==> config.mk <==
export PLATFORM = sky130hd
export DESIGN_NAME = stream_sink
export DESIGN_NICKNAME = d
export VERILOG_FILES = /design/src/core/stream_sink_pkg.sv /design/src/core/stream_sink.sv
export VERILOG_INCLUDE_DIRS = /design/src /design/src/core
export SDC_FILE = /design/constraint.sdc
export NUM_CORES = 1
export LEC_CHECK = 0
export BUFFER_PORTS_ARGS = -buffer_cell sky130_fd_sc_hd__buf_2
export CAP_MARGIN = 20
export CORE_MARGIN = 5
export CORE_UTILIZATION = 45
export DETAILED_ROUTE_END_ITERATION = 16
export PLACE_DENSITY_LB_ADDON = 0.12
export SLEW_MARGIN = 20
export SYNTH_ARGS = -nofsm -noshare
export SYNTH_HDL_FRONTEND = slang
export SYNTH_HIERARCHICAL = 1
export SYNTH_SLANG_ARGS = --single-unit
==> constraint.sdc <==
create_clock -name mclk_in -period 4.5 [get_ports mclk_in]
set_clock_uncertainty 0.15 [all_clocks]
set_input_delay 0.675 -clock mclk_in [delete_from_list [all_inputs] [get_ports mclk_in]]
set_output_delay 0.675 -clock mclk_in [all_outputs]
set_load 0.02 [all_outputs]
==> src/core/stream_sink_regs.svh <==
// constants of the streaming sink: field widths, accept delay, buffer depth
`ifndef STREAM_SINK_REGS_SVH
`define STREAM_SINK_REGS_SVH

// ----------------------------------------------------------------
// beat field widths
// ----------------------------------------------------------------
`define SYMBOL_BITS 8
`define SYMBOLS_PER_BEAT 4
`define DATA_BITS 32
`define CHANNEL_BITS 8
`define FAULT_BITS 8
`define EMPTY_BITS 2
`define HIGHEST_LANE_NUMBER 255

// ----------------------------------------------------------------
// timing and buffering
// ----------------------------------------------------------------
`define ACCEPT_DELAY_CYCLES 2
`define FIFO_DEPTH 4

`endif

==> src/core/stream_sink_pkg.sv <==
// types shared by the streaming sink, its monitor, its source model and its bench
`include "stream_sink_regs.svh"

package stream_sink_pkg;

    // one beat as it crosses the link; symbol 0 sits in the top bits
    typedef struct packed {
        logic [`DATA_BITS-1:0] data;
        logic [`CHANNEL_BITS-1:0] channel;
        logic [`FAULT_BITS-1:0] fault;
        logic first;
        logic last;
        logic [`EMPTY_BITS-1:0] empty;
    } beat_t;

endpackage

==> src/core/stream_sink.sv <==
// streaming sink controller: accept-delay backpressure, buffer, packet checks
`timescale 1ns/1ps
`include "stream_sink_regs.svh"


// ----------------------------------------------------------------
// buffer
// ----------------------------------------------------------------
module stream_fifo #(
    parameter int WIDTH = 8,
    parameter int DEPTH = 4
) (
    // clock and reset
    input wire logic mclk_in,
    input wire logic rstn_in,
    // fill side
    input wire logic in_valid_in,
    output logic in_ready_out,
    input wire logic [WIDTH-1:0] in_data_in,
    // drain side
    output logic out_valid_out,
    input wire logic out_ready_in,
    output logic [WIDTH-1:0] out_data_out,
    // occupancy
    output logic [$clog2(DEPTH+1)-1:0] count_out
);
    localparam int PW = (DEPTH > 1) ? $clog2(DEPTH) : 1;
    localparam int CW = $clog2(DEPTH+1);

    logic [WIDTH-1:0] mem [DEPTH];
    logic [PW-1:0] wr_ptr;
    logic [PW-1:0] rd_ptr;
    logic [CW-1:0] count;
    logic push;
    logic pop;

    function automatic logic [PW-1:0] bump(input logic [PW-1:0] p);
        bump = (p == PW'(DEPTH - 1)) ? '0 : PW'(p + 1'b1);
    endfunction

    assign in_ready_out = (count != CW'(DEPTH));
    assign out_valid_out = (count != '0);
    assign out_data_out = mem[rd_ptr];
    assign count_out = count;
    assign push = in_valid_in && in_ready_out;
    assign pop = out_valid_out && out_ready_in;

    always_ff @(posedge mclk_in) begin
        if (push) begin
            mem[wr_ptr] <= in_data_in;
        end
    end

    always_ff @(posedge mclk_in) begin
        if (!rstn_in) begin
            wr_ptr <= '0;
            rd_ptr <= '0;
        end else begin
            if (push) begin
                wr_ptr <= bump(wr_ptr);
            end
            if (pop) begin
                rd_ptr <= bump(rd_ptr);
            end
        end
    end

    always_ff @(posedge mclk_in) begin
        if (!rstn_in) begin
            count <= '0;
        end else if (push && !pop) begin
            count <= CW'(count + 1'b1);
        end else if (pop && !push) begin
            count <= CW'(count - 1'b1);
        end
    end
endmodule

// ----------------------------------------------------------------
// sink top
// ----------------------------------------------------------------
module stream_sink (
    // clock and reset
    input wire logic mclk_in,
    input wire logic rstn_in,
    // link from the source
    input wire logic src_valid_in,
    input wire stream_sink_pkg::beat_t src_beat_in,
    output logic snk_ready_out,
    // user side
    output logic user_valid_out,
    input wire logic user_ready_in,
    output stream_sink_pkg::beat_t user_beat_out,
    // packet status
    output logic framing_fault_out,
    input wire logic clear_fault_in
);
    localparam int L = `ACCEPT_DELAY_CYCLES;
    localparam int DEPTH = `FIFO_DEPTH;
    localparam int LW = (L > 0) ? L : 1;
    localparam int CW = $clog2(DEPTH+1);
    localparam int BW = $bits(stream_sink_pkg::beat_t);
    localparam int LANES = `HIGHEST_LANE_NUMBER + 1;

    logic [LW-1:0] pend;
    logic ready_cycle;
    logic take;
    logic [4:0] inflight;
    logic [CW-1:0] fifo_count;
    logic fifo_in_ready;
    logic fifo_out_valid;
    logic fifo_out_ready;
    logic [BW-1:0] fifo_out_data;
    stream_sink_pkg::beat_t captured;
    logic [LANES-1:0] open_pkt;
    logic bad_frame;

    function automatic logic [4:0] ones(input logic [LW-1:0] v);
        ones = '0;
        for (int i = 0; i < LW; i++) begin
            ones = 5'(ones + {4'h0, v[i]});
        end
    endfunction

    // ------------------------------------------------------------
    // accept-delay bookkeeping
    // ------------------------------------------------------------
    // every ready raised reserves one slot until its ready cycle has
    // passed; pops are not credited early, trading throughput for a
    // simple proof that no accepted beat can ever meet a full buffer
    assign inflight = (L == 0) ? 5'h00 : ones(pend);
    assign snk_ready_out = rstn_in &&
        ((5'(fifo_count) + inflight) < 5'(DEPTH));

    always_ff @(posedge mclk_in) begin
        if (!rstn_in) begin
            pend <= '0;
        end else begin
            pend <= LW'({pend, snk_ready_out});
        end
    end

    // delay zero: the cycle with ready high is the ready cycle itself
    assign ready_cycle = (L == 0) ? snk_ready_out : pend[LW-1];

    // link inputs come straight from source flops, so no second register here
    assign take = ready_cycle && src_valid_in && fifo_in_ready;

    always_comb begin
        captured = src_beat_in;
        if (!src_beat_in.last) begin
            captured.empty = '0;
        end
    end

    // ------------------------------------------------------------
    // per-lane packet framing
    // ------------------------------------------------------------
    // lanes interleave freely, so each lane keeps its own open flag
    assign bad_frame = take && (src_beat_in.first == open_pkt[src_beat_in.channel]);

    always_ff @(posedge mclk_in) begin
        if (!rstn_in) begin
            open_pkt <= '0;
        end else if (take) begin
            open_pkt[src_beat_in.channel] <= !src_beat_in.last;
        end
    end

    // a new fault in the clearing cycle wins over the clear
    always_ff @(posedge mclk_in) begin
        if (!rstn_in) begin
            framing_fault_out <= 1'b0;
        end else if (bad_frame) begin
            framing_fault_out <= 1'b1;
        end else if (clear_fault_in) begin
            framing_fault_out <= 1'b0;
        end
    end

    // ------------------------------------------------------------
    // buffer and user output stage
    // ------------------------------------------------------------
    stream_fifo #(
        .WIDTH(BW),
        .DEPTH(DEPTH)
    ) u_fifo (
        .mclk_in(mclk_in),
        .rstn_in(rstn_in),
        .in_valid_in(take),
        .in_ready_out(fifo_in_ready),
        .in_data_in(captured),
        .out_valid_out(fifo_out_valid),
        .out_ready_in(fifo_out_ready),
        .out_data_out(fifo_out_data),
        .count_out(fifo_count)
    );

    assign fifo_out_ready = !user_valid_out || user_ready_in;

    always_ff @(posedge mclk_in) begin
        if (!rstn_in) begin
            user_valid_out <= 1'b0;
        end else if (fifo_out_ready) begin
            user_valid_out <= fifo_out_valid;
        end
    end

    // beat layout kept as received: symbol 0 stays in the top byte
    always_ff @(posedge mclk_in) begin
        if (!rstn_in) begin
            user_beat_out <= '0;
        end else if (fifo_out_ready && fifo_out_valid) begin
            user_beat_out <= fifo_out_data;
        end
    end
endmodule

---- Word level (Yosys, flattened, before mapping) ----
Memory sizes are Yosys's and may differ from the RTL's. A register that Yosys moved wholly into a read port is not among the register bits.
Index checks and enable logic that the tools add are counted.
cells by class
  add/subtract/negate cells ............... 6
  order comparisons ....................... 3
  equal/unequal tests ..................... 4
  multiplexer cells ....................... 14
  reductions and logical operators ........ 18
operators with widths
  operator               count
  $bwmux W256            1
  $logic_and A1 B1 Y1    9
  $lt A8 B9 Y1 const B   1
  $bmux W1 S8            1
  $demux W1 S8           1
  $ge A8 B1 Y1 const B   1
  $mux W1                6
  $mux W2                3
  $mux W3                2
  $logic_not A1 Y1       5
  $add A2 B1 Y2 const B  2
  $add A3 B2 Y4          1
  $eq A2 B2 Y1 const B   2
  $lt A4 B3 Y1 const B   1
  $reduce_bool A2 Y1     2
  $add A3 B1 Y3 const B  1
  $ne A3 B3 Y1 const B   1
  $reduce_bool A3 Y1     1
  $sub A3 B1 Y3 const B  1
  $add A1 B1 Y2          1
  $eq A1 B1 Y1           1
  $logic_or A1 B1 Y1     1
storage, ports and cells
  flip-flop bits (word level) ............. 267
  memory bits (writable) .................. 208
  input port bits ......................... 57
  output and inout port bits .............. 55
  logic and storage cells ................. 53
  memories ................................ 1
memory list
  memory      depth  bits a word  read ports  clocked after memory_dff  write ports  line               RTL
  u_fifo.mem  4      52           1           1                         1            stream_sink.sv:30  logic [WIDTH-1:0] mem [DEPTH];

---- Depth between registers and ports, before layout ----
Gate-level depths: netlist of run 1.
  depth in word-level cells ............... 7
  depth in mapped cells ................... 12
  mapped depth without buffers ............ 10

---- Hierarchy ----
Netlist of run 1, hierarchy kept.
modules (own cells, without submodules)
  module       instances  cells an instance  area an instance (um^2)  seq. area each (um^2)
  stream_sink  1          1389               13509.2                  6246.0
  stream_fifo  1          323                7975.1                   6426.2

---- Least setup slack after synthesis of run 1 ----
OpenSTA, ideal clock, no wires.
  kind .................................... input port to flip-flop
  start point ............................. input port src_beat_in[13] (netlist name)
  end point ............................... register framing_fault_out
  library setup time ...................... 79 ps
  arrival time ............................ 2713 ps
  required time ........................... 4271 ps
  slack ................................... 1558 ps
  cell stages on the path ................. 9
  buffers on the path ..................... 2
  path through ............................ clkbuf_1 -> clkbuf_1 -> mux4_2 -> a22oi_1 -> a21oi_1 -> nor4_1 -> o22ai_1 -> or4_1 -> o211ai_1
between the ends
  word-level cells in the longest chain between the ends .. 5
  elaborated cells on any way between the ends .. 6
  classes of those cells .................. eq/ne (1); mux (3); reduce/logical (2)
RTL lines
  what                                                  line                RTL
  from (decl)                                           stream_sink.sv:88   input wire stream_sink_pkg::beat_t src_beat_in,
  $bmux W1 S8 (*)                                       stream_sink.sv:160  assign bad_frame = take && (src_beat_in.first == open_pkt[src_beat_in.channel]);
  $mux W1 (implied by the code) (*)                     stream_sink.sv:160
  $eq A1 B1 Y1 (*)                                      stream_sink.sv:160
  $logic_and A1 B1 Y1 (*)                               stream_sink.sv:160
  $mux W1 / $reduce_bool A2 Y1 (equally long branches)  -
  to (signal assigned)                                  stream_sink.sv:173  framing_fault_out <= 1'b0;
  to (signal assigned)                                  stream_sink.sv:175  framing_fault_out <= 1'b1;
  to (signal assigned)                                  stream_sink.sv:177  framing_fault_out <= 1'b0;
  to (decl)                                             stream_sink.sv:95   output logic framing_fault_out,
Mark *: on every way between the ends. The rest lies on a longest branch, timed or not. The select of a mux whose other input is x is not followed.
A chain may end at the register's enable or synchronous reset.

---- Final worst setup path of run 1 ----
  start point ............................. input port src_beat_in[12] (netlist name)
  end point ............................... register framing_fault_out
Same word-level chain as after synthesis.

==> results of run 1 <==
## synth_stat cells, types with 7 or more instances
cell type,count
sky130_fd_sc_hd__nand2b_1,12
sky130_fd_sc_hd__a31oi_1,8
sky130_fd_sc_hd__clkbuf_1,170
sky130_fd_sc_hd__buf_4,8
sky130_fd_sc_hd__nor2_1,42
sky130_fd_sc_hd__ha_1,7
sky130_fd_sc_hd__nor3_1,18
sky130_fd_sc_hd__mux4_2,116
sky130_fd_sc_hd__a22oi_1,32
sky130_fd_sc_hd__dfxtp_1,321
sky130_fd_sc_hd__a21oi_1,313
sky130_fd_sc_hd__buf_2,15
sky130_fd_sc_hd__nor3_2,9
sky130_fd_sc_hd__a311oi_1,242
sky130_fd_sc_hd__edfxtp_1,208
sky130_fd_sc_hd__nand2_1,118
## sequential cells by signal, indices dropped and copies added (netlist names), named ones only
name and flops:
user_valid_out 1, u_fifo/rd_ptr 2, u_fifo/wr_ptr 2, user_beat_out 52, u_fifo/count_out 3, u_fifo/mem 208
pend 2, framing_fault_out 1, open_pkt 256
## cell type report
class	instances	share of cell area
sequential	529	0.517
multi-input combinational	975	0.331
clock buffer	76	0.0634
timing repair buffer	165	0.0427
tap	615	0.0314
clock inverter	26	0.0136
inverter	7	0.00138
## final timing paths
check	start	to	slack, ns
hold / removal	src_beat_in[5]	u_fifo/mem[0][5]	0.12
setup / recovery	src_beat_in[12]	framing_fault_out	1.36
setup reg to reg	u_fifo/count_out[1]	u_fifo/mem[3][34]	1.54
hold reg to reg	user_beat_out[9]	user_beat_out[9]	0.30
## through the flow
step / hold WS, ns / util / setup WS, ns / std cells
final: 0.124 / 0.517 / 1.36 / 2393
after floorplan: 0.291 / - / 1.56 / 1712
after detailed placement: 0.293 / 0.476 / 0.751 / 2290
after global routing: 0.0838 / 0.517 / 1.23 / 2393
after global placement: 0.290 / 0.476 / 0.807 / 2290
after CTS: 0.0837 / 0.516 / 1.39 / 2392
## power breakdown
group	internal, uW	switching [uW]
registers	5280	250
logic	764	1240
clock network	2770	1890
## cell families (layout without fill, tap and decap cells)
family                     after synthesis  after routing  share of synthesized area
AOI/OAI and AO/OA                      614            614                      0.191
DFF                                    529            529                      0.590
and+or+nand+nor                        233            233                     0.0501
buffers and inverters                  208            274                     0.0407
muxes                                  118            118                      0.123
adders and majority gates                8              8                    0.00501
xor gates and xnor gates                 2              2                   0.000815
## per-layer routing
layer  track usage  routed length [um]  vias to the layer above
met4        0.0433                1090                        0
li1              -                   -                     6864
met5             0                   0                        -
met2         0.339               26400                      423
met3        0.0320                2590                       79
met1         0.277               23700                     7309
## worst max-delay path, stage by stage
cell and delay (ns):
sky130_fd_sc_hd__buf_4 0.34, sky130_fd_sc_hd__buf_12 0.23, sky130_fd_sc_hd__mux4_2 0.51, sky130_fd_sc_hd__a22oi_1 0.28
sky130_fd_sc_hd__a21oi_1 0.16, sky130_fd_sc_hd__nor4_1 0.50, sky130_fd_sc_hd__o22ai_1 0.20, sky130_fd_sc_hd__or4_1 0.50
sky130_fd_sc_hd__o211ai_1 0.09
==> impl_metrics.sql, run 1 <==
INSERT INTO impl_metrics (metric_group, metric, value, unit) VALUES
('status', 'outcome', 'finished clean', ''),
('floorplanning', 'number_of_core_rows', '80', ''),
('critical_path', 'worst_setup_sp_type', 'primary input', ''),
('critical_path', 'arrival', '3.52', 'ns'),
('sta', 'setup_viol', '0', ''),
('logic_synthesis', 'netlist.area_leader.share', '0.299', ''),
('cells_and_area', 'n_antenna_cell', '0', ''),
('critical_path', 'crit_type', 'primary input to register', ''),
('routing', 'drc', '0', ''),
('clock_network', 'clock_insertion_delay_worst_skew', '0.62', 'ns'),
('floorplanning', 'core-area', '47400', 'sq um'),
('power', 'ir_worst_vdd', '382', 'uV'),
('place', 'place.port_buffers', '111', ''),
('logic_synthesis', 'synth.largest_area_cell', 'sky130_fd_sc_hd__dfxtp_1', ''),
('floorplanning', 'area_of_the_die', '52200', 'sq um'),
('floorplanning', 'floorplan.io_pins', '112', ''),
('logic_synthesis', 'yosysSeqAreaShare', '0.590', ''),
('sta', 'grt_setup_unrepaired', 'false', ''),
('clock_network', 'cts_made_buffers', '54', ''),
('cells_and_area', 'drive_above_1_share', '0.235', ''),
('clock_network', 'clock_tree_from_tritoncts', 'done', ''),
('cells_and_area', 'layout.cells.most_common', 'sky130_fd_sc_hd__dfxtp_1', ''),
('logic_synthesis', 'postSynthAreaPerCell', '12.5', 'sq um'),
('power', 'power.density_cell_area', '497', 'nW/um^2'),
('clock_network', 'cts.sink_count', '529', ''),
('clock_network', 'clk_root_buffer_cell', 'sky130_fd_sc_hd__clkbuf_16', ''),
('global_routing', 'grt_max_degree', '143', ''),
('cells_and_area', 'flow.area_growth_from_synthesis', '14.2', '%'),
('clock_network', 'htree_levels', '2', ''),
('global_routing', 'grt_first_pass_wirelength', '84500', 'um'),
('logic_synthesis', 'synth_area_leaders', 'sky130_fd_sc_hd__dfxtp_1 30%, sky130_fd_sc_hd__edfxtp_1 29%, sky130_fd_sc_hd__mux4_2 12%, sky130_fd_sc_hd__a311oi_1 9.9%, sky130_fd_sc_hd__a21oi_1 7.3%', ''),
('cells_and_area', 'design.final.nets', '1797', ''),
('flow_run', 'drv.max_cap_violation_count', '0', ''),
('worst_hold_path', 'hold_path.class', 'primary input to register', ''),
('critical_path', 'timing.critical_path.to_type', 'register', ''),
('cells_and_area', 'final-seq-area', '12700', 'sq um'),
('floorplanning', 'initial_utilization', '0.453', ''),
('sta', 'relSlewSlack', '0.256', ''),
('routing', 'detailedRoute.firstIterationViolations', '1274', ''),
('floorplanning', 'die_extent_in_x', '229', 'um'),
('critical_path', 'worst_r2r_path_depth', '5', ''),
('global_routing', 'grt_remaining_overflow', '0', ''),
('clock_network', 'postCtsSetupRepairBufs', '0', ''),
('global_routing', 'antenna_violations_before_repair', '0', ''),
('routing', 'via_per_inst', '6.13', ''),
('clock_network', 'cts_hold_buf', '0', ''),
('power', 'power.leakage', '0.00773', 'uW'),
('place', 'post_dp_hpwl', '31000', 'um'),
('routing', 'drt-pass1-iter-count', '6', ''),
('clock_network', 'clk_pin_slew_worst_paths', '0.06', 'ns'),
('critical_path', 'cp_data_required_time', '4.88', 'ns'),
('sta', 'report.final.slew_viol_count', '0', ''),
('logic_synthesis', 'synth_seq_cells', '529', ''),
('routing', 'drt-wirelength-per-cell', '22.5', 'um'),
('routing', 'route.antenna.remaining_nets', '0', ''),
('sta', 'min_period_over_period', '0.699', ''),
('sta', 'max_clock_freq', '318', 'MHz'),
('sta', 'layout_min_cycle_time', '3.14', 'ns'),
('sta', 'report.final.hold_viol_count', '0', ''),
('logic_synthesis', 'synth.cell_area', '21500', 'sq um'),
('logic_synthesis', 'syn-num-nets', '1777', ''),
('global_routing', 'first_global_vias', '14000', ''),
('cells_and_area', 'most-common-layout-cells', '319 x sky130_fd_sc_hd__dfxtp_1, 313 x sky130_fd_sc_hd__a21oi_1, 242 x sky130_fd_sc_hd__a311oi_1, 208 x sky130_fd_sc_hd__edfxtp_1, 117 x sky130_fd_sc_hd__nand2_1', ''),
('sta', 'totalNegativeSetupSlack', '0', 'ns'),
('cells_and_area', 'multiInputGateArea', '8130', 'sq um'),
('place', 'placed_area', '22600', 'sq um'),
('cells_and_area', 'nFillCells', '4103', ''),
('logic_synthesis', 'post_synth_cell_types', '46', ''),
('sta', 'max_slew.worst_pin.slew', '1.12', 'ns'),
('clock_network', 'post_cts_resized', '0', ''),
('routing', 'route.final.wire_length', '53800', 'um');
No activity file was read; power rests on OpenSTA's default activity.
==> run 2, diff against run 1 <==
==> constraint.sdc (replaced) <==
create_clock -name mclk_in -period 2.9 [get_ports mclk_in]
set_clock_uncertainty 0.15 [all_clocks]
set_input_delay 0.435 -clock mclk_in [delete_from_list [all_inputs] [get_ports mclk_in]]
set_output_delay 0.435 -clock mclk_in [all_outputs]
set_load 0.02 [all_outputs]
==> impl_metrics.sql, run 2 (synthesis results as in run 1) <==
INSERT INTO impl_metrics (metric_group, metric, value, unit) VALUES
('floorplanning', 'initial_utilization', '0.453', ''),
('clock_network', 'cts.sink_count', '529', ''),
('critical_path', 'cp_data_required_time', '3.27', 'ns'),
('place', 'post_dp_hpwl', '31500', 'um'),
('place', 'place.gp.congestion', '0.801', ''),
('cells_and_area', 'drive_above_1_share', '0.242', ''),
('place', 'placed_area', '23100', 'sq um'),
('flow_run', 'drv.max_cap_violation_count', '0', ''),
('routing', 'route.final.wire_length', '54600', 'um'),
('clock_network', 'clk_root_buffer_cell', 'sky130_fd_sc_hd__clkbuf_16', ''),
('sta', 'report.final.hold_viol_count', '0', ''),
('cells_and_area', 'largest_register_by_flop_count', 'open_pkt', ''),
('floorplanning', 'core-area', '47400', 'sq um'),
('clock_network', 'clock_tree_from_tritoncts', 'done', ''),
('cells_and_area', 'design.final.nets', '1882', ''),
('cells_and_area', 'largest_register_ffs', '256', ''),
('clock_network', 'cts_made_buffers', '56', ''),
('clock_network', 'clockBufferDepth', '3', ''),
('floorplanning', 'die_extent_in_x', '229', 'um'),
('clock_network', 'clk_pin_slew_worst_paths', '0.06', 'ns'),
('place', 'place.port_buffers', '111', ''),
('power', 'ir_worst_vdd', '409', 'uV'),
('routing', 'route.antenna.remaining_nets', '0', ''),
('cells_and_area', 'nFillCells', '4033', ''),
('floorplanning', 'area_of_the_die', '52200', 'sq um'),
('cells_and_area', 'multiInputGateArea', '8070', 'sq um'),
('floorplanning', 'number_of_core_rows', '80', ''),
('sta', 'relSlewSlack', '0.431', ''),
('routing', 'route.vias.total', '15000', ''),
('critical_path', 'timing.critical_path.to_type', 'register', ''),
('sta', 'max_slew.worst_pin.slew', '0.853', 'ns'),
('sta', 'min_period_over_period', '0.948', ''),
('place', 'placed_cells_incl_taps', '2326', ''),
('power', 'power.density_cell_area', '752', 'nW/um^2'),
('global_routing', 'grt_remaining_overflow', '0', ''),
('clock_network', 'htree_levels', '2', ''),
('routing', 'detailedRoute.firstIterationViolations', '1217', ''),
('status', 'outcome', 'finished clean', ''),
('cells_and_area', 'n_antenna_cell', '0', ''),
('sta', 'layout_min_cycle_time', '2.75', 'ns'),
('cells_and_area', 'layout.cells.most_common', 'sky130_fd_sc_hd__dfxtp_1', ''),
('cells_and_area', 'finalNonFillerCells', '2477', ''),
('sta', 'grt_setup_unrepaired', 'false', ''),
('sta', 'setup_viol', '0', ''),
('critical_path', 'critical_path.max_fanout', '19', ''),
('critical_path', 'worst_setup_sp_type', 'primary input', ''),
('cells_and_area', 'final-seq-area', '12700', 'sq um'),
('cells_and_area', 'largest_registers', 'open_pkt x256, u_fifo/mem x208, user_beat_out x52', ''),
('critical_path', 'arrival', '3.12', 'ns'),
('sta', 'report.final.slew_viol_count', '0', ''),
('routing', 'via_per_inst', '6.05', ''),
('routing', 'drc', '0', ''),
('routing', 'drt-pass1-iter-count', '5', ''),
('clock_network', 'clock_insertion_delay_worst_skew', '0.60', 'ns'),
('routing', 'drt-wirelength-per-cell', '22.0', 'um'),
('global_routing', 'global_route.usage.total', '0.204', ''),
('cells_and_area', 'layout.cell_area.non_filler', '25500', 'sq um'),
('global_routing', 'grt_max_degree', '89', ''),
('critical_path', 'crit_type', 'primary input to register', ''),
('clock_network', 'postCtsSetupRepairBufs', '0', ''),
('global_routing', 'grt_first_pass_wirelength', '86400', 'um'),
('sta', 'max_clock_freq', '364', 'MHz'),
('global_routing', 'antenna_violations_before_repair', '0', ''),
('cells_and_area', 'most-common-layout-cells', '319 x sky130_fd_sc_hd__dfxtp_1, 313 x sky130_fd_sc_hd__a21oi_1, 242 x sky130_fd_sc_hd__a311oi_1, 208 x sky130_fd_sc_hd__edfxtp_1, 117 x sky130_fd_sc_hd__nand2_1', ''),
('global_routing', 'first_global_vias', '14500', ''),
('power', 'power.leakage', '0.00815', 'uW'),
('cells_and_area', 'flow.area_growth_from_synthesis', '18.5', '%'),
('floorplanning', 'die-height', '229', 'um'),
('worst_hold_path', 'hold_path.class', 'primary input to register', ''),
('floorplanning', 'floorplan.io_pins', '112', '');
==> run 2: changes by cell type in the layout (fill, tap and decap cells not counted), sizes merged <==
cell         previous run  this run
buf                   165       200
bufinv                  6         7
clkbuf                 76        80
clkinv                 20        16
dlygate4sd3             0        48
==> run 2: worst max-delay path, cell delays in order <==
cell and delay, ns:
sky130_fd_sc_hd__dlygate4sd3_1 0.53, sky130_fd_sc_hd__buf_2 0.19, sky130_fd_sc_hd__nor2b_1 0.17, sky130_fd_sc_hd__buf_12 0.17
sky130_fd_sc_hd__a22oi_1 0.26, sky130_fd_sc_hd__a21oi_1 0.14, sky130_fd_sc_hd__nor4_1 0.36, sky130_fd_sc_hd__buf_4 0.17
sky130_fd_sc_hd__o22ai_1 0.10, sky130_fd_sc_hd__or4_1 0.49, sky130_fd_sc_hd__o211ai_1 0.09
==> run 2: area by class of cell <==
type | count | area share
clock inverters | 23 | 0.0120
well taps | 615 | 0.0302
inverters | 7 | 0.00133
repair buffers | 248 | 0.0791
clock buffers | 80 | 0.0621
flip-flops and latches | 529 | 0.498
multi-input cells | 975 | 0.317
==> run 2: worst paths after layout <==
path,from,to,slack (ns),cells past startpoint
worst max-delay path,src_beat_in[14],framing_fault_out,0.15,11
worst min-delay path,rstn_in,register,0.05,3
worst max register to register,u_fifo/count_out[2],u_fifo/count_out[2],0.21,10
worst min register to register,user_beat_out[22],user_beat_out[22],0.30,2
==> run 2: what timing repair did <==
item	4_1_cts	5_1_grt
hold endpoints to repair	189	0
setup endpoints to repair	0	1
gates resized for setup	0	1
hold buffers	48	0
==> run 2: routing by layer <==
layer | routed length [um] | up-vias | GRT usage
li1 | - | 7043 | -
met4 | 873 | 0 | 0.0403
met5 | 0 | - | 0
met3 | 2670 | 68 | 0.0340
met2 | 26800 | 390 | 0.342
met1 | 24200 | 7475 | 0.283
==> run 2: through the flow <==
step / hold WS [ns] / power (uW) / utilization / setup TNS (ns) / setup WS, ns
floorplan: 0.291 / 10900 / - / 0 / 0.120
global placement: 0.290 / 12000 / 0.486 / -0.369 / -0.369
detailed placement: 0.294 / 12000 / 0.486 / -0.392 / -0.392
CTS: 0.0219 / 19400 / 0.536 / 0 / 0.0828
global route: 0.0464 / 20000 / 0.536 / 0 / 0.0457
finish: 0.0462 / 19100 / 0.536 / 0 / 0.151
==> run 2: power breakdown <==
part	internal, uW	switching (uW)
Combinational	1330	2050
Clock	4400	2880
Sequential	8200	278
Total	13900	5200
